`src/inc/ifp_map.vh`:
```
// Register indexes, field positions, bit masks and reset values
`ifndef IFP_MAP_VH
`define IFP_MAP_VH

// ********************************************************************
// Register indexes (byte address is four times the index)
// ********************************************************************
`define IFP_IDX_POL 8'hf9
`define IFP_IDX_REQ1 8'hfc
`define IFP_IDX_EN2 8'hff
`define IFP_IDX_EN1 8'h10
`define IFP_IDX_REQ2 8'h11
`define IFP_IDX_STAT 8'h12
`define IFP_IDX_MASK 8'h13

// ********************************************************************
// Field positions
// ********************************************************************
`define IFP_POL_EXT1 3
`define IFP_POL_EXT2 4
`define IFP_POL_EXT3 5
`define IFP_REQ1_EXT3 7
`define IFP_EN2_EXT1 0
`define IFP_EN2_EXT2 1
`define IFP_EN2_SERIAL 2
`define IFP_EN2_TICK 4

// ********************************************************************
// Writable and readable bit masks
// ********************************************************************
`define IFP_POL_WMASK 8'hbe
`define IFP_REQ1_MASK 8'hbf
`define IFP_REQ2_MASK 8'h17

// ********************************************************************
// Reset values
// ********************************************************************
`define IFP_POL_RST 8'h00
`define IFP_REQ1_RST 8'h00
`define IFP_EN2_RST 8'h00
`define IFP_EN1_RST 8'h00
`define IFP_REQ2_RST 8'h00
`define IFP_STAT_RST 16'h0000
`define IFP_MASK_RST 16'h0000

// ********************************************************************
// Timing
// ********************************************************************
`define IFP_TICK_CYCLES 4096
`define IFP_TICK_LAST 12'hfff

// ********************************************************************
// Bus responses
// ********************************************************************
`define IFP_RESP_OKAY 2'b00
`define IFP_RESP_SLVERR 2'b10

`endif

```
`src/hdl/ifp_edge.v`:
```
// Pin synchroniser with polarity-selected edge detector
`timescale 1ns/1ps
module ifp_edge (
  input wire i_clk,
  input wire i_rst_n,
  input wire i_pin,
  input wire i_negative,
  output reg o_event
);
  reg meta_reg;
  reg sync_reg;
  reg prev_reg;

  // ******************************************************************
  // Two-flop synchroniser, previous level and edge pulse
  // ******************************************************************
  always @(posedge i_clk or negedge i_rst_n) begin
    if (!i_rst_n) begin
      meta_reg <= 1'b0;
      sync_reg <= 1'b0;
      prev_reg <= 1'b0;
      o_event <= 1'b0;
    end else begin
      meta_reg <= i_pin;
      sync_reg <= meta_reg;
      prev_reg <= sync_reg;
      if (i_negative) begin
        o_event <= prev_reg & ~sync_reg;
      end else begin
        o_event <= ~prev_reg & sync_reg;
      end
    end
  end
endmodule

```
`src/hdl/ifp_axil.v`:
```
// AXI4-Lite slave front end with single write and read in flight
`timescale 1ns/1ps
`include "ifp_map.vh"
module ifp_axil (
  input wire i_clk,
  input wire i_rst_n,
  input wire [11:0] i_awaddr,
  input wire i_awvalid,
  output wire o_awready,
  input wire [31:0] i_wdata,
  input wire [3:0] i_wstrb,
  input wire i_wvalid,
  output wire o_wready,
  output reg [1:0] o_bresp,
  output reg o_bvalid,
  input wire i_bready,
  input wire [11:0] i_araddr,
  input wire i_arvalid,
  output wire o_arready,
  output reg [31:0] o_rdata,
  output reg [1:0] o_rresp,
  output reg o_rvalid,
  input wire i_rready,
  output wire o_wr_pulse,
  output reg [11:0] o_wr_addr,
  output reg [31:0] o_wr_data,
  output reg [3:0] o_wr_strb,
  input wire i_wr_ok,
  output wire o_rd_pulse,
  input wire [31:0] i_rd_data,
  input wire i_rd_ok
);
  reg aw_full_reg;
  reg w_full_reg;

  assign o_awready = ~aw_full_reg & ~o_bvalid;
  assign o_wready = ~w_full_reg & ~o_bvalid;
  assign o_wr_pulse = aw_full_reg & w_full_reg & ~o_bvalid;
  assign o_arready = ~o_rvalid;
  assign o_rd_pulse = i_arvalid & ~o_rvalid;

  // ******************************************************************
  // Write channels
  // ******************************************************************
  always @(posedge i_clk or negedge i_rst_n) begin
    if (!i_rst_n) begin
      aw_full_reg <= 1'b0;
      w_full_reg <= 1'b0;
      o_wr_addr <= 12'h000;
      o_wr_data <= 32'h0000_0000;
      o_wr_strb <= 4'h0;
      o_bvalid <= 1'b0;
      o_bresp <= `IFP_RESP_OKAY;
    end else begin
      if (i_awvalid && o_awready) begin
        aw_full_reg <= 1'b1;
        o_wr_addr <= i_awaddr;
      end
      if (i_wvalid && o_wready) begin
        w_full_reg <= 1'b1;
        o_wr_data <= i_wdata;
        o_wr_strb <= i_wstrb;
      end
      if (o_wr_pulse) begin
        aw_full_reg <= 1'b0;
        w_full_reg <= 1'b0;
        o_bvalid <= 1'b1;
        o_bresp <= i_wr_ok ? `IFP_RESP_OKAY : `IFP_RESP_SLVERR;
      end else if (o_bvalid && i_bready) begin
        o_bvalid <= 1'b0;
      end
    end
  end

  // ******************************************************************
  // Read channels
  // ******************************************************************
  always @(posedge i_clk or negedge i_rst_n) begin
    if (!i_rst_n) begin
      o_rvalid <= 1'b0;
      o_rdata <= 32'h0000_0000;
      o_rresp <= `IFP_RESP_OKAY;
    end else begin
      if (o_rd_pulse) begin
        o_rvalid <= 1'b1;
        o_rdata <= i_rd_data;
        o_rresp <= i_rd_ok ? `IFP_RESP_OKAY : `IFP_RESP_SLVERR;
      end else if (o_rvalid && i_rready) begin
        o_rvalid <= 1'b0;
      end
    end
  end
endmodule

```
`src/hdl/ifp_top.v`:
```
// Interrupt polarity, request flags and enables behind an AXI4-Lite slave
//
// Contract
// - INT-A edge rising at 0, falling at 1
// - INT-B polarity bit four, reset zero
// - INT-C polarity bit five, reset zero
// - Polarity bit zero ignores writes, reads undefined
// - Request bits 0-3 flag timers one-four
// - Request bit four flags display event
// - Request bit five flags vertical sync
// - Request bit seven INT-C; bit six zero
// - Flag reads one while request pending
// - Enable bits 0,1 gate INT-A, INT-B
// - Enable bit two gates serial port
// - Enable bit four gates 4096-cycle tick
//
// Register access over AXI4-Lite was chosen for this implementation.
`timescale 1ns/1ps
`include "ifp_map.vh"
module ifp_top (
  input wire I_SYS_CLK,
  input wire I_ARST_N,
  input wire [11:0] I_S_AXI_AWADDR,
  input wire I_S_AXI_AWVALID,
  output wire O_S_AXI_AWREADY,
  input wire [31:0] I_S_AXI_WDATA,
  input wire [3:0] I_S_AXI_WSTRB,
  input wire I_S_AXI_WVALID,
  output wire O_S_AXI_WREADY,
  output wire [1:0] O_S_AXI_BRESP,
  output wire O_S_AXI_BVALID,
  input wire I_S_AXI_BREADY,
  input wire [11:0] I_S_AXI_ARADDR,
  input wire I_S_AXI_ARVALID,
  output wire O_S_AXI_ARREADY,
  output wire [31:0] O_S_AXI_RDATA,
  output wire [1:0] O_S_AXI_RRESP,
  output wire O_S_AXI_RVALID,
  input wire I_S_AXI_RREADY,
  input wire I_TIMER_ONE_EVENT,
  input wire I_TIMER_TWO_EVENT,
  input wire I_TIMER_THREE_EVENT,
  input wire I_TIMER_FOUR_EVENT,
  input wire I_DISPLAY_EVENT,
  input wire I_VERTICAL_SYNC_EVENT,
  input wire I_SERIAL_EVENT,
  input wire I_EXTERNAL_INTERRUPT_INPUT_A,
  input wire I_EXTERNAL_INTERRUPT_INPUT_B,
  input wire I_EXTERNAL_INTERRUPT_INPUT_C,
  output reg O_CPU_IRQ,
  output reg O_IRQ
);

  // ******************************************************************
  // Functions
  // ******************************************************************
  function hit;
    input [11:0] addr;
    input [7:0] idx;
    begin
      hit = (addr[11:10] == 2'b00) && (addr[9:2] == idx);
    end
  endfunction

  function [7:0] flag_next;
    input [7:0] cur;
    input [7:0] set;
    input [7:0] clr;
    begin
      flag_next = (cur & ~clr) | set;
    end
  endfunction

  // ******************************************************************
  // Reset release
  // ******************************************************************
  reg rst_meta_reg;
  reg rst_n_reg;

  always @(posedge I_SYS_CLK or negedge I_ARST_N) begin
    if (!I_ARST_N) begin
      rst_meta_reg <= 1'b0;
      rst_n_reg <= 1'b0;
    end else begin
      rst_meta_reg <= 1'b1;
      rst_n_reg <= rst_meta_reg;
    end
  end

  // ******************************************************************
  // Declarations
  // ******************************************************************
  reg [7:0] pol_reg;
  reg [7:0] req1_reg;
  reg [7:0] en2_reg;
  reg [7:0] en1_reg;
  reg [7:0] req2_reg;
  reg [15:0] stat_reg;
  reg [15:0] mask_reg;
  reg [11:0] tick_cnt_reg;
  reg tick_reg;
  reg [31:0] rd_data;
  reg rd_ok;
  reg wr_ok;
  wire wr_pulse;
  wire [11:0] wr_addr;
  wire [31:0] wr_data;
  wire [3:0] wr_strb;
  wire rd_pulse;
  wire ext1_event;
  wire ext2_event;
  wire ext3_event;
  wire [7:0] req1_set;
  wire [7:0] req2_set;
  wire [7:0] req1_clr;
  wire [7:0] req2_clr;
  wire [15:0] stat_set;
  wire [15:0] stat_clr;
  wire lane0;
  wire lane1;

  // ******************************************************************
  // Bus slave
  // ******************************************************************
  ifp_axil u_axil (
    .i_clk(I_SYS_CLK),
    .i_rst_n(rst_n_reg),
    .i_awaddr(I_S_AXI_AWADDR),
    .i_awvalid(I_S_AXI_AWVALID),
    .o_awready(O_S_AXI_AWREADY),
    .i_wdata(I_S_AXI_WDATA),
    .i_wstrb(I_S_AXI_WSTRB),
    .i_wvalid(I_S_AXI_WVALID),
    .o_wready(O_S_AXI_WREADY),
    .o_bresp(O_S_AXI_BRESP),
    .o_bvalid(O_S_AXI_BVALID),
    .i_bready(I_S_AXI_BREADY),
    .i_araddr(I_S_AXI_ARADDR),
    .i_arvalid(I_S_AXI_ARVALID),
    .o_arready(O_S_AXI_ARREADY),
    .o_rdata(O_S_AXI_RDATA),
    .o_rresp(O_S_AXI_RRESP),
    .o_rvalid(O_S_AXI_RVALID),
    .i_rready(I_S_AXI_RREADY),
    .o_wr_pulse(wr_pulse),
    .o_wr_addr(wr_addr),
    .o_wr_data(wr_data),
    .o_wr_strb(wr_strb),
    .i_wr_ok(wr_ok),
    .o_rd_pulse(rd_pulse),
    .i_rd_data(rd_data),
    .i_rd_ok(rd_ok)
  );

  assign lane0 = wr_pulse & wr_strb[0];
  assign lane1 = wr_pulse & wr_strb[1];

  // ******************************************************************
  // External pins
  // ******************************************************************
  ifp_edge u_ext1 (
    .i_clk(I_SYS_CLK),
    .i_rst_n(rst_n_reg),
    .i_pin(I_EXTERNAL_INTERRUPT_INPUT_A),
    .i_negative(pol_reg[`IFP_POL_EXT1]),
    .o_event(ext1_event)
  );

  ifp_edge u_ext2 (
    .i_clk(I_SYS_CLK),
    .i_rst_n(rst_n_reg),
    .i_pin(I_EXTERNAL_INTERRUPT_INPUT_B),
    .i_negative(pol_reg[`IFP_POL_EXT2]),
    .o_event(ext2_event)
  );

  ifp_edge u_ext3 (
    .i_clk(I_SYS_CLK),
    .i_rst_n(rst_n_reg),
    .i_pin(I_EXTERNAL_INTERRUPT_INPUT_C),
    .i_negative(pol_reg[`IFP_POL_EXT3]),
    .o_event(ext3_event)
  );

  // ******************************************************************
  // Divided-clock tick
  // ******************************************************************
  always @(posedge I_SYS_CLK or negedge rst_n_reg) begin
    if (!rst_n_reg) begin
      tick_cnt_reg <= 12'h000;
      tick_reg <= 1'b0;
    end else begin
      tick_cnt_reg <= tick_cnt_reg + 12'h001;
      tick_reg <= (tick_cnt_reg == `IFP_TICK_LAST);
    end
  end

  // ******************************************************************
  // Event sets and software clears
  // ******************************************************************
  assign req1_set = {ext3_event,
                     1'b0,
                     I_VERTICAL_SYNC_EVENT,
                     I_DISPLAY_EVENT,
                     I_TIMER_FOUR_EVENT,
                     I_TIMER_THREE_EVENT,
                     I_TIMER_TWO_EVENT,
                     I_TIMER_ONE_EVENT};

  assign req2_set = {3'b000, tick_reg, 1'b0, I_SERIAL_EVENT, ext2_event, ext1_event};

  assign req1_clr = (lane0 && hit(wr_addr, `IFP_IDX_REQ1)) ? ~wr_data[7:0] : 8'h00;
  assign req2_clr = (lane0 && hit(wr_addr, `IFP_IDX_REQ2)) ? ~wr_data[7:0] : 8'h00;

  assign stat_set = {req2_set, req1_set};
  assign stat_clr = (rd_pulse && hit(I_S_AXI_ARADDR, `IFP_IDX_STAT)) ? 16'hffff : 16'h0000;

  // ******************************************************************
  // Request flags
  // ******************************************************************
  always @(posedge I_SYS_CLK or negedge rst_n_reg) begin
    if (!rst_n_reg) begin
      req1_reg <= `IFP_REQ1_RST;
      req2_reg <= `IFP_REQ2_RST;
    end else begin
      req1_reg <= flag_next(req1_reg, req1_set, req1_clr) & `IFP_REQ1_MASK;
      req2_reg <= flag_next(req2_reg, req2_set, req2_clr) & `IFP_REQ2_MASK;
    end
  end

  // ******************************************************************
  // Control registers
  // ******************************************************************
  always @(posedge I_SYS_CLK or negedge rst_n_reg) begin
    if (!rst_n_reg) begin
      pol_reg <= `IFP_POL_RST;
      en2_reg <= `IFP_EN2_RST;
      en1_reg <= `IFP_EN1_RST;
      mask_reg <= `IFP_MASK_RST;
    end else begin
      if (lane0 && hit(wr_addr, `IFP_IDX_POL)) begin
        pol_reg <= wr_data[7:0] & `IFP_POL_WMASK;
      end
      if (lane0 && hit(wr_addr, `IFP_IDX_EN2)) begin
        en2_reg <= wr_data[7:0];
      end
      if (lane0 && hit(wr_addr, `IFP_IDX_EN1)) begin
        en1_reg <= wr_data[7:0] & `IFP_REQ1_MASK;
      end
      if (lane0 && hit(wr_addr, `IFP_IDX_MASK)) begin
        mask_reg[7:0] <= wr_data[7:0];
      end
      if (lane1 && hit(wr_addr, `IFP_IDX_MASK)) begin
        mask_reg[15:8] <= wr_data[15:8];
      end
    end
  end

  // ******************************************************************
  // Sticky status and interrupt outputs
  // ******************************************************************
  always @(posedge I_SYS_CLK or negedge rst_n_reg) begin
    if (!rst_n_reg) begin
      stat_reg <= `IFP_STAT_RST;
      O_CPU_IRQ <= 1'b0;
      O_IRQ <= 1'b0;
    end else begin
      stat_reg <= (stat_reg & ~stat_clr) | stat_set;
      O_CPU_IRQ <= (|(req1_reg & en1_reg)) | (|(req2_reg & en2_reg));
      O_IRQ <= |(stat_reg & mask_reg);
    end
  end

  // ******************************************************************
  // Write decode
  // ******************************************************************
  always @* begin
    wr_ok = hit(wr_addr, `IFP_IDX_POL) | hit(wr_addr, `IFP_IDX_REQ1) |
            hit(wr_addr, `IFP_IDX_EN2) | hit(wr_addr, `IFP_IDX_EN1) |
            hit(wr_addr, `IFP_IDX_REQ2) | hit(wr_addr, `IFP_IDX_STAT) |
            hit(wr_addr, `IFP_IDX_MASK);
  end

  // ******************************************************************
  // Read decode
  // ******************************************************************
  always @* begin
    rd_data = 32'h0000_0000;
    rd_ok = 1'b1;
    if (hit(I_S_AXI_ARADDR, `IFP_IDX_POL)) begin
      rd_data[7:0] = pol_reg;
    end else if (hit(I_S_AXI_ARADDR, `IFP_IDX_REQ1)) begin
      rd_data[7:0] = req1_reg;
    end else if (hit(I_S_AXI_ARADDR, `IFP_IDX_EN2)) begin
      rd_data[7:0] = en2_reg;
    end else if (hit(I_S_AXI_ARADDR, `IFP_IDX_EN1)) begin
      rd_data[7:0] = en1_reg;
    end else if (hit(I_S_AXI_ARADDR, `IFP_IDX_REQ2)) begin
      rd_data[7:0] = req2_reg;
    end else if (hit(I_S_AXI_ARADDR, `IFP_IDX_STAT)) begin
      rd_data[15:0] = stat_reg;
    end else if (hit(I_S_AXI_ARADDR, `IFP_IDX_MASK)) begin
      rd_data[15:0] = mask_reg;
    end else begin
      rd_ok = 1'b0;
    end
  end
endmodule

```
`config.mk`:
```
export PLATFORM = sky130hd
export DESIGN_NAME = ifp_top
export DESIGN_NICKNAME = d
export VERILOG_FILES = /design/src/hdl/ifp_edge.v /design/src/hdl/ifp_axil.v /design/src/hdl/ifp_top.v
export VERILOG_INCLUDE_DIRS = /design/src /design/src/inc
export SDC_FILE = /design/constraint.sdc
export NUM_CORES = 1
export LEC_CHECK = 0
export ABC_AREA = 1
export BUFFER_PORTS_ARGS = -buffer_cell sky130_fd_sc_hd__buf_2
export CAP_MARGIN = 20
export CORE_ASPECT_RATIO = 0.6
export CORE_MARGIN = 2
export CORE_UTILIZATION = 32
export CTS_BUF_LIST = sky130_fd_sc_hd__clkbuf_4
export DETAILED_ROUTE_END_ITERATION = 10
export PLACE_DENSITY = 0.54
export SKIP_LAST_GASP = 1
export SLEW_MARGIN = 20
export SYNTH_ARGS = -nofsm -noshare
export SYNTH_HDL_FRONTEND = slang
export SYNTH_SLANG_ARGS = --single-unit
export TNS_END_PERCENT = 20
```
`constraint.sdc`:
```
create_clock -name I_SYS_CLK -period 5.4 [get_ports I_SYS_CLK]
set_input_delay 0.27 -clock I_SYS_CLK [delete_from_list [all_inputs] [get_ports I_SYS_CLK]]
set_output_delay 0.27 -clock I_SYS_CLK [all_outputs]
set_load 0.05 [all_outputs]
```
# [Word level (Yosys, flattened, before mapping)]
# Cells that the tools add are included.
[totals] ramBits=0 word_cells=165 memories=0 latch_bits=0 out_inout_bits=43 regBits=147 inputBits=77 romBits=0
[classes] muxes=35 n_lt_le_gt_ge=0 bitwise_logic=43 n_eq_ne=15 reduce_logical=35 div_mod_pow=0 shifts=0 add_sub_neg=1 multipliers=0
[op_table] cell="$mux W8" count=11
[op_table] cell="$eq A8 B5 Y1 const B" count=8
[op_table] cell="$eq A8 B8 Y1 const B" count=6
[op_table] cell="$mux W16" count=3
[op_table] cell="$and A16 B16 Y16" count=2
[op_table] cell="$logic_and A1 B1 Y1" count=26
[op_table] cell="$mux W1" count=18
[op_table] cell="$and A8 B8 Y8" count=2
[op_table] cell="$not A16 Y16" count=1
[op_table] cell="$not A8 Y8" count=2
[op_table] cell="$or A16 B13 Y16" count=1
[op_table] cell="$reduce_or A16 Y1" count=1
[op_table] cell="$reduce_or A8 Y1" count=2
[op_table] cell="$and A1 B1 Y1" count=13
[op_table] cell="$add A12 B1 Y12 const B" count=1
[op_table] cell="$eq A12 B12 Y1 const B" count=1
[op_table] cell="$not A1 Y1" count=10
[op_table] cell="$and A5 B8 Y8" count=1
[op_table] cell="$or A8 B8 Y8" count=1
[op_table] cell="$reduce_bool A2 Y1" count=4
[op_table] cell="$or A1 B1 Y1" count=7
[op_table] cell="$and A5 B5 Y5" count=1
[op_table] cell="$mux W5" count=1
[op_table] cell="$not A5 Y5" count=1
[op_table] cell="other kinds (3)" count=5

# [Logic depth before layout (Yosys ltp)]
# Gate-level depths: netlist of the first run.
[logic_depth] ltp_word=10 mapped_depth=11

# [Cells and area by module]
# From an unflattened synthesis of the first run, not the netlist that was laid out.
[unflattened] hier_cells=922 hier_area_um2=7916.3
[modules_own_cells] mod="ifp_top" cells_per_inst=519 area_per_inst_um2=4095.2 instances=1
[modules_own_cells] mod="ifp_axil" cells_per_inst=373 area_per_inst_um2=3445.8 instances=1
[modules_own_cells] mod="ifp_edge" cells_per_inst=10 area_per_inst_um2=125.1 instances=3

# [Worst setup path before layout of the first run]
# No wires, ideal clock.
[synth_timing] kind="reg-to-reg" from="register u_axil.o_bvalid" to="register u_axil.o_wr_addr[10]" path_slack_ps=3125 period_less_slack_ps=2275 arrival_ps=2150 stages_incl_launch_ff=5 path_buffers=1 cell_sequence="dfrtp_1 -> nor2_1 -> nand2_1 -> buf_2 -> mux2_2"
[synth_via] elab_chain_cells=3
[synth_lines] element="from (decl)" line="ifp_axil.v:15" source="output reg o_bvalid,"
[synth_lines] element="from (signal assigned)" line="ifp_axil.v:52" source="o_bvalid <= 1'b0;"
[synth_lines] element="from (signal assigned)" line="ifp_axil.v:67" source="o_bvalid <= 1'b1;"
[synth_lines] element="from (signal assigned)" line="ifp_axil.v:70" source="o_bvalid <= 1'b0;"
[synth_lines] element="$not A1 Y1" line="ifp_axil.v:36" source="assign o_awready = ~aw_full_reg & ~o_bvalid;"
[synth_lines] element="$and A1 B1 Y1" line="ifp_axil.v:36"
[synth_lines] element="via O_S_AXI_AWREADY" line="ifp_top.v:25" source="output wire O_S_AXI_AWREADY,"
[synth_lines] element="$logic_and A1 B1 Y1" line="ifp_axil.v:55" source="if (i_awvalid && o_awready) begin"
[synth_lines] element="to (signal assigned)" line="ifp_axil.v:57" source="o_wr_addr <= i_awaddr;"
[synth_lines] element="to (decl)" line="ifp_axil.v:25" source="output reg [11:0] o_wr_addr,"
# The timed path passes the listed nets, and every way through them passes these cells.
# A chain may end at the register's enable or synchronous reset.

# [Final worst setup path of the first run]
[layout_timing] from="register u_axil.o_bvalid" to="register en2_reg[0]"
[layout_via] elab_chain_cells=4
[layout_lines] element="$not A1 Y1" line="ifp_axil.v:38" source="assign o_wr_pulse = aw_full_reg & w_full_reg & ~o_bvalid;"
[layout_lines] element="$and A1 B1 Y1" line="ifp_axil.v:38"
[layout_lines] element="$and A1 B1 Y1" line="ifp_top.v:155" source="assign lane0 = wr_pulse & wr_strb[0];"
[layout_lines] element="$logic_and A1 B1 Y1" line="ifp_top.v:244" source="if (lane0 && hit(wr_addr, `IFP_IDX_EN2)) begin"
[layout_lines] element="to (signal assigned)" line="ifp_top.v:237" source="en2_reg <= `IFP_EN2_RST;"
[layout_lines] element="to (signal assigned)" line="ifp_top.v:245" source="en2_reg <= wr_data[7:0];"
[layout_lines] element="to (decl)" line="ifp_top.v:95" source="reg [7:0] en2_reg;"
# Every way passes these cells.

==> results.py, run 1 <==
metrics = {
    "power": {
        "ir_worst_vdd_mv": 0.299,
        "cellLeakagePower_uw": 0.00394,
        "power.share.combinational_pct": 23.8,
        "seq_power_share_pct": 49.1,
        "internal_power_uw": 1670,
        "switching_share_pct": 37.7,
        "clock_power_share_pct": 27.1,
        "fin_total_pwr_uw": 2680,
        "p_sw_uw": 1010,
        "p_per_area_nw_per_um2": 346,
    },
    "grt": {
        "first_global_vias": 4877,
        "gr-total-overflow": 0,
        "grt_use_total_pct": 16.3,
        "grt_antenna_before_repair": 0,
        "grt_max_degree": 76,
        "grt_first_pass_wirelength_um": 26500,
    },
    "worst_setup_path": {
        "path_cells": "inv_1 > nand3_2 > nor2_4 > nand3_1 > o21ai_0",
        "arrival_ns": 2.33,
        "required_ns": 5.86,
        "crit_buf_inv": 1,
        "max_stage_delay_ns": 0.49,
        "cp_top_family": "simple AND/OR/NAND/NOR gates",
        "critical-path-slowest-cell": "nand3_1",
        "startpoint_type": "flip-flop",
        "crit_fanout": 16,
        "path_class": "flip-flop to flip-flop",
        "end_kind": "flip-flop",
        "timing.reg2reg.setup_slack_ns": 3.52,
    },
    "placed_design": {
        "hpwl_um": 11700,
        "port_buffers": 79,
        "routabilityCongestion": 0.805,
        "place_area_um2": 7020,
    },
    "timing": {
        "worst_pin_slew_ns": 0.633,
        "fin_setup_tns_ns": 0,
        "hold_viol": 0,
        "finalCritPeriodShare_pct": 34.8,
        "rsz0062_at_grt": "false",
        "slew_violations": 0,
        "relSlewSlack_pct": 57.7,
        "clock_skew_ns": 0.0271,
        "period_needed_ns": 1.88,
        "setup_viol": 0,
        "clock.fmax_mhz": 532,
    },
    "cells_and_area": {
        "fin_area_um2": 7760,
        "mostFrequentLayoutCells": "nand2_1, dfrtp_1, inv_1, buf_2, nor2_1",
        "syn_to_final_growth_pct": 21.0,
        "drive_above_1_share_pct": 19.0,
        "antenna_cells": 0,
        "fillers": 2038,
        "nets": 927,
        "layout_commonest_cell": "nand2_1",
    },
    "floorplan": {
        "die_w_um": 187,
        "io-pin-count": 120,
        "die_h_um": 114,
        "core_area_um2": 19800,
        "num_rows": 40,
        "dieArea_um2": 21200,
        "initial_core_util_pct": 32.3,
    },
    "synth": {
        "syn_avg_cell_area_um2": 8.90,
        "syn_area_um2": 6410,
        "synth_warnings": 0,
        "ys_types": 38,
        "syn_inst": 720,
        "ys_seq_elements": 143,
        "synth_seq_area_share_pct": 55.8,
    },
    "clocking": {
        "worstSkewPairLatency_ns": 0.57,
        "cts_root_buf": "clkbuf_4",
        "post-cts-setup-buffer-count": 0,
        "hold_buffers": 42,
        "cts_resized": 0,
        "clock-sinks": 143,
        "cts_tree": "yes",
        "cts_buffer_depth": 2,
        "cts_buffers": 17,
        "htreeDepth": 4,
        "clk_pin_slew_worst_paths_ns": 0.15,
    },
    "routing": {
        "via_per_inst": 4.51,
        "ant_nets": 0,
        "drt_iter0_markers": 300,
        "dr.pass1.iters": 4,
        "wl_um": 16400,
        "drc": 0,
        "routedWlPerCell_um": 14.5,
        "via_count": 5117,
    },
    "outcome": {
        "status": "complete, no violations",
    },
    "flow_run": {
        "cap_viol_max_count": 0,
    },
    "hold_path": {
        "hold_class": "primary input to flip-flop",
    },
}
synthesized netlist by cell type (all sizes together):
| cell | instances | share of area [%] |
|---|---|---|
| inv | 93 | 5.4 |
| a22o | 3 | 0.41 |
| o31ai | 1 | 0.12 |
| mux2 | 8 | 1.4 |
| nand2 | 177 | 11 |
| nor4 | 4 | 0.62 |
| nand4 | 17 | 1.7 |
| xor2 | 7 | 0.96 |
| or2 | 6 | 0.62 |
| nor3 | 7 | 0.62 |
| nand3b | 2 | 0.43 |
| o22ai | 5 | 0.49 |
| o21ai | 67 | 6.2 |
| clkbuf | 6 | 0.35 |
| buf | 28 | 3.3 |
| xnor2 | 2 | 0.27 |
| a221oi | 3 | 0.41 |
| nor2 | 68 | 4.4 |
| dfrtp | 143 | 56 |
| a21oi | 30 | 2.3 |
| ha | 1 | 0.20 |
| conb | 2 | 0.12 |
| nand3 | 40 | 3.3 |
power by group through the flow:
stage | combinational [uW] | sequential, uW | clock [uW]
6_report | 638 | 1320 | 726
4_1_cts | 637 | 1320 | 745
3_5_place_dp | 612 | 1340 | 0
2_1_floorplan | 403 | 1380 | 0
5_1_grt | 707 | 1340 | 795
3_3_place_gp | 607 | 1340 | 0
per-layer routing:
layer | vias up | global-route usage (%) | routed length, um
met2 | 135 | 22.3 | 6420
li1 | 2534 | - | -
met5 | - | 0 | 0
met3 | 10 | 4.03 | 1010
met4 | 0 | 3.65 | 99
met1 | 2438 | 25.5 | 8870
path summary, 6_finish.rpt:
| kind | from | end | cells after the start |
|---|---|---|---|
| max | u_axil.o_bvalid | en2_reg[0] | 5 |
| min | I_S_AXI_ARVALID | u_axil.o_rvalid | 4 |
| max reg2reg | u_axil.o_bvalid | en2_reg[0] | 5 |
| min reg2reg | rst_n_reg | pol_reg[1] | 0 |
| max in group asynchronous | rst_n_reg | u_axil.o_rdata[10] | 2 |
| min in group asynchronous | rst_n_reg | pol_reg[1] | 0 |
kinds of logic (layout without fill, tap and decap cells):
logic type               Yosys count  in the layout  synth area share, %
AO/OA/AOI/OAI                    109            109                 9.94
XOR/XNOR                           9              9                 1.23
adder cells (fa/ha/maj)            1              1                0.195
buffers and inverters            127            252                 9.06
flip-flops                       143            143                 55.8
multiplexers                       8              8                 1.41
other                              2             19                0.117
AND/OR/NAND/NOR                  321            321                 22.2
tightest hold or removal path, delay by kind of cell:
family	cells	cell delay (ns)
AOI/OAI and AO/OA	1	0.10
buffers and inverters	2	0.29
and+or+nand+nor	1	0.04
through the flow:
stage | hold WS, ns | std cells | worst slack (ns) | util, %
final | 0.178 | 1135 | 3.52 | 39.1
after global routing | 0.170 | 1135 | 3.34 | 39.1
after global placement | 0.0567 | 1060 | 3.40 | 35.4
after floorplan | -0.0256 | 737 | 1.12 | -
after detailed placement | 0.0602 | 1060 | 3.39 | 35.4
after CTS | 0.150 | 1134 | 3.53 | 39.0
area by class of cell:
cell class,count,area [um2],share of cell area (%)
Tap cell,273,342,4.40
Sequential cell,143,3580,46.2
Multi-Input combinational cell,467,2310,29.8
Clock inverter,15,170,2.19
Inverter,93,349,4.50
Clock buffer,17,128,1.65
Timing Repair Buffer,127,873,11.3
Note: power is estimated with default switching activity, not from simulation.
==> run 2: changes to the inputs <==
--- a/config.mk
+++ b/config.mk
@@ -14,7 +14,7 @@
 export CORE_UTILIZATION = 32
 export CTS_BUF_LIST = sky130_fd_sc_hd__clkbuf_4
 export DETAILED_ROUTE_END_ITERATION = 10
-export PLACE_DENSITY = 0.54
+export PLACE_DENSITY = 0.56
 export SKIP_LAST_GASP = 1
 export SLEW_MARGIN = 20
 export SYNTH_ARGS = -nofsm -noshare
==> constraint.sdc (replaced) <==
create_clock -name I_SYS_CLK -period 1.6 [get_ports I_SYS_CLK]
set_input_delay 0.08 -clock I_SYS_CLK [delete_from_list [all_inputs] [get_ports I_SYS_CLK]]
set_output_delay 0.08 -clock I_SYS_CLK [all_outputs]
set_load 0.05 [all_outputs]
==> results.py, run 2 (same netlist as run 1, synthesis figures left out) <==
metrics = {
    "cells_and_area": {
        "drive_above_1_share_pct": 22.8,
        "nets": 970,
        "fillers": 1996,
        "layout_commonest_cell": "nand2_1",
        "final_util_pct": 41.3,
        "fin_cells": 1177,
        "antenna_cells": 0,
        "syn_to_final_growth_pct": 27.7,
        "mostFrequentLayoutCells": "nand2_1, dfrtp_1, inv_1, buf_2, nor2_1",
    },
    "placed_design": {
        "port_buffers": 79,
        "place_worst_setup_slack_ns": -0.0186,
        "hpwl_um": 12200,
        "routabilityCongestion": 0.842,
        "placed_cells": 1095,
    },
    "clocking": {
        "worstSkewPairLatency_ns": 0.57,
        "cts_buffer_depth": 2,
        "clk_pin_slew_worst_paths_ns": 0.12,
        "clock-sinks": 143,
        "cts_root_buf": "clkbuf_4",
        "cts_tree": "yes",
        "cts_buffers": 17,
        "htreeDepth": 4,
    },
    "grt": {
        "grt_first_pass_wirelength_um": 27400,
        "first_global_vias": 5076,
        "gr-total-overflow": 0,
        "grt_use_total_pct": 16.8,
        "grt_max_degree": 49,
        "grt_antenna_before_repair": 0,
    },
    "timing": {
        "rsz0062_at_grt": "true",
        "worst_slack_ns": 0.0635,
        "hold_viol": 0,
        "clock_skew_ns": 0.0286,
        "worst_pin_slew_ns": 0.566,
        "period_needed_ns": 1.54,
        "slew_violations": 0,
        "relSlewSlack_pct": 62.2,
        "setup_viol": 0,
        "finalCritPeriodShare_pct": 96.0,
        "clock.fmax_mhz": 651,
    },
    "routing": {
        "route.met2.wl_um": 6660,
        "wl_met3_um": 974,
        "wl_um": 16900,
        "via_count": 5271,
        "via_per_inst": 4.48,
        "dr.pass1.iters": 5,
        "highest_layer": "met4",
        "m1WireLength_um": 9150,
        "routedWlPerCell_um": 14.4,
        "ant_nets": 0,
        "drt_iter0_markers": 367,
        "drc": 0,
    },
    "worst_setup_path": {
        "crit_fanout": 8,
        "worstReg2RegEnd": "mask_reg[7]",
        "timing.reg2reg.setup_slack_ns": 0.06,
        "startpoint_type": "flip-flop",
        "path_class": "flip-flop to flip-flop",
        "r2r_start": "u_axil.o_wr_addr[9]",
        "required_ns": 2.06,
        "ff2ff_path_depth": 8,
        "arrival_ns": 1.99,
        "end_kind": "flip-flop",
    },
    "hold_path": {
        "hold_depth": 4,
        "hp-start": "I_S_AXI_ARADDR[4]",
        "hold-path-endpoint": "u_axil.o_rresp[1]",
        "hold_class": "primary input to flip-flop",
    },
    "outcome": {
        "status": "complete, no violations",
    },
    "power": {
        "cellLeakagePower_uw": 0.00422,
        "ir_worst_vdd_mv": 0.857,
        "p_per_area_nw_per_um2": 1130,
        "fin_total_pwr_uw": 9240,
    },
    "floorplan": {
        "io-pin-count": 120,
        "core_area_um2": 19800,
        "initial_core_util_pct": 32.3,
        "die_w_um": 187,
        "dieArea_um2": 21200,
        "num_rows": 40,
        "die_h_um": 114,
    },
    "flow_run": {
        "cap_viol_max_count": 0,
    },
}
run 2: changes by cell type in the layout (fill, tap and decap cells not counted), moves of 3 or more:
cell           delta
clkinv_2          +5
buf_12            +6
o21ai_1           +3
o21ai_0           -3
inv_6             -5
buf_4            +31
inv_8             -5
dlygate4sd3_1     +3
run 2: worst max-delay path by stage:
stage	startpoint	to	slack, ns
after floorplan	u_axil.o_bvalid	u_axil.o_wr_addr[10]	-0.67
after global placement	u_axil.o_wr_addr[11]	mask_reg[9]	0.03
after detailed placement	u_axil.o_wr_addr[11]	mask_reg[8]	-0.02
after CTS	u_axil.o_wr_addr[11]	req2_reg[2]	0.02
after global routing	u_axil.o_wr_addr[8]	mask_reg[1]	-0.03
final	u_axil.o_wr_addr[9]	mask_reg[7]	0.06
run 2: metal layers:
layer | GRT usage [%] | up-vias
met5 | 0 | -
met4 | 4.23 | 0
li1 | - | 2625
met3 | 3.78 | 17
met1 | 26.6 | 2475
met2 | 22.7 | 154
run 2: power by group:
part	total, uW	internal (uW)	switching (uW)
Combinational	2530	888	1640
Sequential	4430	4110	322
Clock	2280	936	1340
run 2: layout make-up:
cell class / instances / area, um2 / area share [%]
clock buffers: 19 / 143 / 1.74
clock inverters: 12 / 121 / 1.48
inverters: 93 / 349 / 4.26
multi-input cells: 468 / 2360 / 28.8
flip-flops and latches: 143 / 3580 / 43.8
well taps: 273 / 342 / 4.17
repair buffers: 169 / 1290 / 15.8
run 2: critical path, cell delays in order (launching register included):
cell and delay (ns):
dfrtp_1 0.41, nor2_1 0.14, nand2_2 0.11, nor4_4 0.27, buf_6 0.17, nand2_4 0.08
buf_12 0.14, nand2_1 0.06, o21ai_2 0.05
run 2: stage by stage:
step / hold WS (ns) / setup TNS, ns / area [um2]
detailed placement: -0.131 / -0.0622 / 7370
CTS: 0.0207 / 0 / 8110
finish: 0.0759 / 0 / 8190
global placement: -0.133 / 0 / 7370
floorplan: -0.216 / -20.97 / 6480
global route: 0.0644 / -0.458 / 8190
run 2: what timing repair did:
action,in CTS,in global routing
gates resized for setup,1,10
hold buffers,45,0
hold endpoints to repair,62,0
pin swaps,2,4
buffers inserted,1,3
cloned,1,1
setup endpoints to repair,8,33
==> run 3: changes to the inputs <==
--- a/config.mk
+++ b/config.mk
@@ -14,10 +14,11 @@
 export CORE_UTILIZATION = 32
 export CTS_BUF_LIST = sky130_fd_sc_hd__clkbuf_4
 export DETAILED_ROUTE_END_ITERATION = 10
-export PLACE_DENSITY = 0.56
+export PLACE_DENSITY = 0.55
 export SKIP_LAST_GASP = 1
 export SLEW_MARGIN = 20
 export SYNTH_ARGS = -nofsm -noshare
 export SYNTH_HDL_FRONTEND = slang
+export SYNTH_HIERARCHICAL = 1
 export SYNTH_SLANG_ARGS = --single-unit
 export TNS_END_PERCENT = 20
==> results.py, run 3 <==
metrics = {
    "placed_design": {
        "routabilityCongestion": 0.917,
        "place_worst_setup_slack_ns": 0.0734,
        "placed_cells": 1243,
        "place_area_um2": 8110,
        "port_buffers": 95,
        "hpwl_um": 13800,
    },
    "power": {
        "p_per_area_nw_per_um2": 1160,
        "ir_worst_vdd_mv": 1.10,
        "cellLeakagePower_uw": 0.00456,
    },
    "worst_setup_path": {
        "end_kind": "output pin",
        "required_ns": 1.52,
        "crit_fanout": 4,
        "arrival_ns": 1.46,
        "path_class": "flip-flop to output pin",
        "startpoint_type": "flip-flop",
    },
    "clocking": {
        "cts_buffer_depth": 2,
        "clock-sinks": 159,
        "cts_buffers": 17,
        "worstSkewPairLatency_ns": 0.59,
        "clk_pin_slew_worst_paths_ns": 0.14,
        "cts_root_buf": "clkbuf_4",
        "cts_tree": "yes",
        "htreeDepth": 4,
    },
    "cells_and_area": {
        "fin_cells": 1321,
        "top_register": "u_axil/o_rdata",
        "mostFrequentLayoutCells": "nand2_1, dfrtp_1, buf_2, inv_1",
        "syn_to_final_growth_pct": 24.7,
        "largest_register_ffs": 32,
        "fillers": 2244,
        "antenna_cells": 0,
        "layout_commonest_cell": "nand2_1",
        "nets": 1100,
        "fin_area_um2": 8900,
        "drive_above_1_share_pct": 19.2,
    },
    "synth": {
        "syn_area_um2": 7140,
        "syn_avg_cell_area_um2": 8.47,
        "synth_warnings": 6,
        "syn_inst": 842,
    },
    "timing": {
        "rsz0062_at_grt": "true",
        "hold_viol": 0,
        "period_needed_ns": 1.54,
        "worst_slack_ns": 0.0592,
        "clock_skew_ns": 0.0199,
        "clock.fmax_mhz": 649,
        "slew_violations": 0,
        "fin_setup_tns_ns": 0,
        "setup_viol": 0,
        "hold_ws_ns": 0.0660,
        "finalCritPeriodShare_pct": 96.3,
    },
    "routing": {
        "drt_iter0_markers": 312,
        "dr.pass1.iters": 7,
        "wl_um": 18900,
        "drc": 0,
        "routedWlPerCell_um": 14.3,
        "via_count": 5980,
        "via_per_inst": 4.53,
        "ant_nets": 0,
    },
    "floorplan": {
        "initial_core_util_pct": 32.5,
        "die_w_um": 197,
        "core_area_um2": 22000,
        "num_rows": 42,
        "io-pin-count": 120,
        "dieArea_um2": 23500,
        "die_h_um": 120,
    },
    "grt": {
        "first_global_vias": 5760,
        "grt_antenna_before_repair": 0,
        "grt_use_total_pct": 17.3,
        "grt_max_degree": 50,
        "gr-total-overflow": 0,
        "grt_first_pass_wirelength_um": 31100,
    },
    "hold_path": {
        "hold_class": "primary input to flip-flop",
    },
    "outcome": {
        "status": "complete, no violations",
    },
    "flow_run": {
        "cap_viol_max_count": 0,
    },
}
==> run 3: final cells by class <==
| type | instances | area, um2 | area share (%) |
|---|---|---|---|
| clock buffer | 19 | 143 | 1.60 |
| multi-input combinational | 573 | 2650 | 29.8 |
| clock inverter | 13 | 155 | 1.74 |
| tap | 286 | 358 | 4.02 |
| timing repair buffer | 174 | 1240 | 13.9 |
| inverter | 97 | 367 | 4.12 |
| sequential | 159 | 3980 | 44.8 |
==> run 3: final timing paths <==
| kind | from | to | slack [ns] | depth (start not counted) |
|---|---|---|---|---|
| min in group asynchronous | rst_n_reg | u_axil/o_wr_strb[1] | 0.22 | 0 |
| hold reg to reg | rst_n_reg | u_axil/o_wr_strb[1] | 0.22 | 0 |
| hold / removal | I_S_AXI_ARVALID | u_axil/o_rvalid | 0.07 | 4 |
| max in group asynchronous | rst_n_reg | u_axil/o_wr_data[13] | 0.78 | 1 |
| setup reg to reg | u_axil/aw_full_reg | pol_reg[2] | 0.12 | 9 |
| setup / recovery | u_axil/o_bvalid | O_S_AXI_AWREADY | 0.06 | 4 |
==> run 3: critical path, cell delays in order, from the launching register on <==
cell	delay, ns
dfrtp_1	0.41
buf_6	0.14
nor2_4	0.09
buf_6	0.11
buf_8	0.13
==> run 3: per-layer routing <==
layer,part of all wire (%),up-vias,GRT usage (%)
met1,54,2815,27.1
met2,38,155,22.7
met4,0.72,0,3.95
met3,7.4,13,5.28
li1,-,2997,-
met5,0,-,0
==> run 3: what timing repair did <==
action	CTS	global route
endpoints found under the hold margin	50	0
endpoints found under the setup margin	2	44
pin swaps	1	0
buffers inserted	2	1
gates resized for setup	7	2
hold buffers	44	0
==> run 3: metrics by stage <==
| stage | power (uW) | util [%] |
|---|---|---|
| floorplan | 6920 | - |
| global placement | 7590 | 36.9 |
| detailed placement | 7630 | 36.9 |
| CTS | 10400 | 40.4 |
| global route | 11000 | 40.5 |
| finish | 10300 | 40.5 |
==> run 3: power breakdown <==
group          internal, uW  total [uW]  switching (uW)
clock network          1000        2580            1580
registers              4550        5080             522
logic                   883        2680            1800
total                  6440       10300            3900
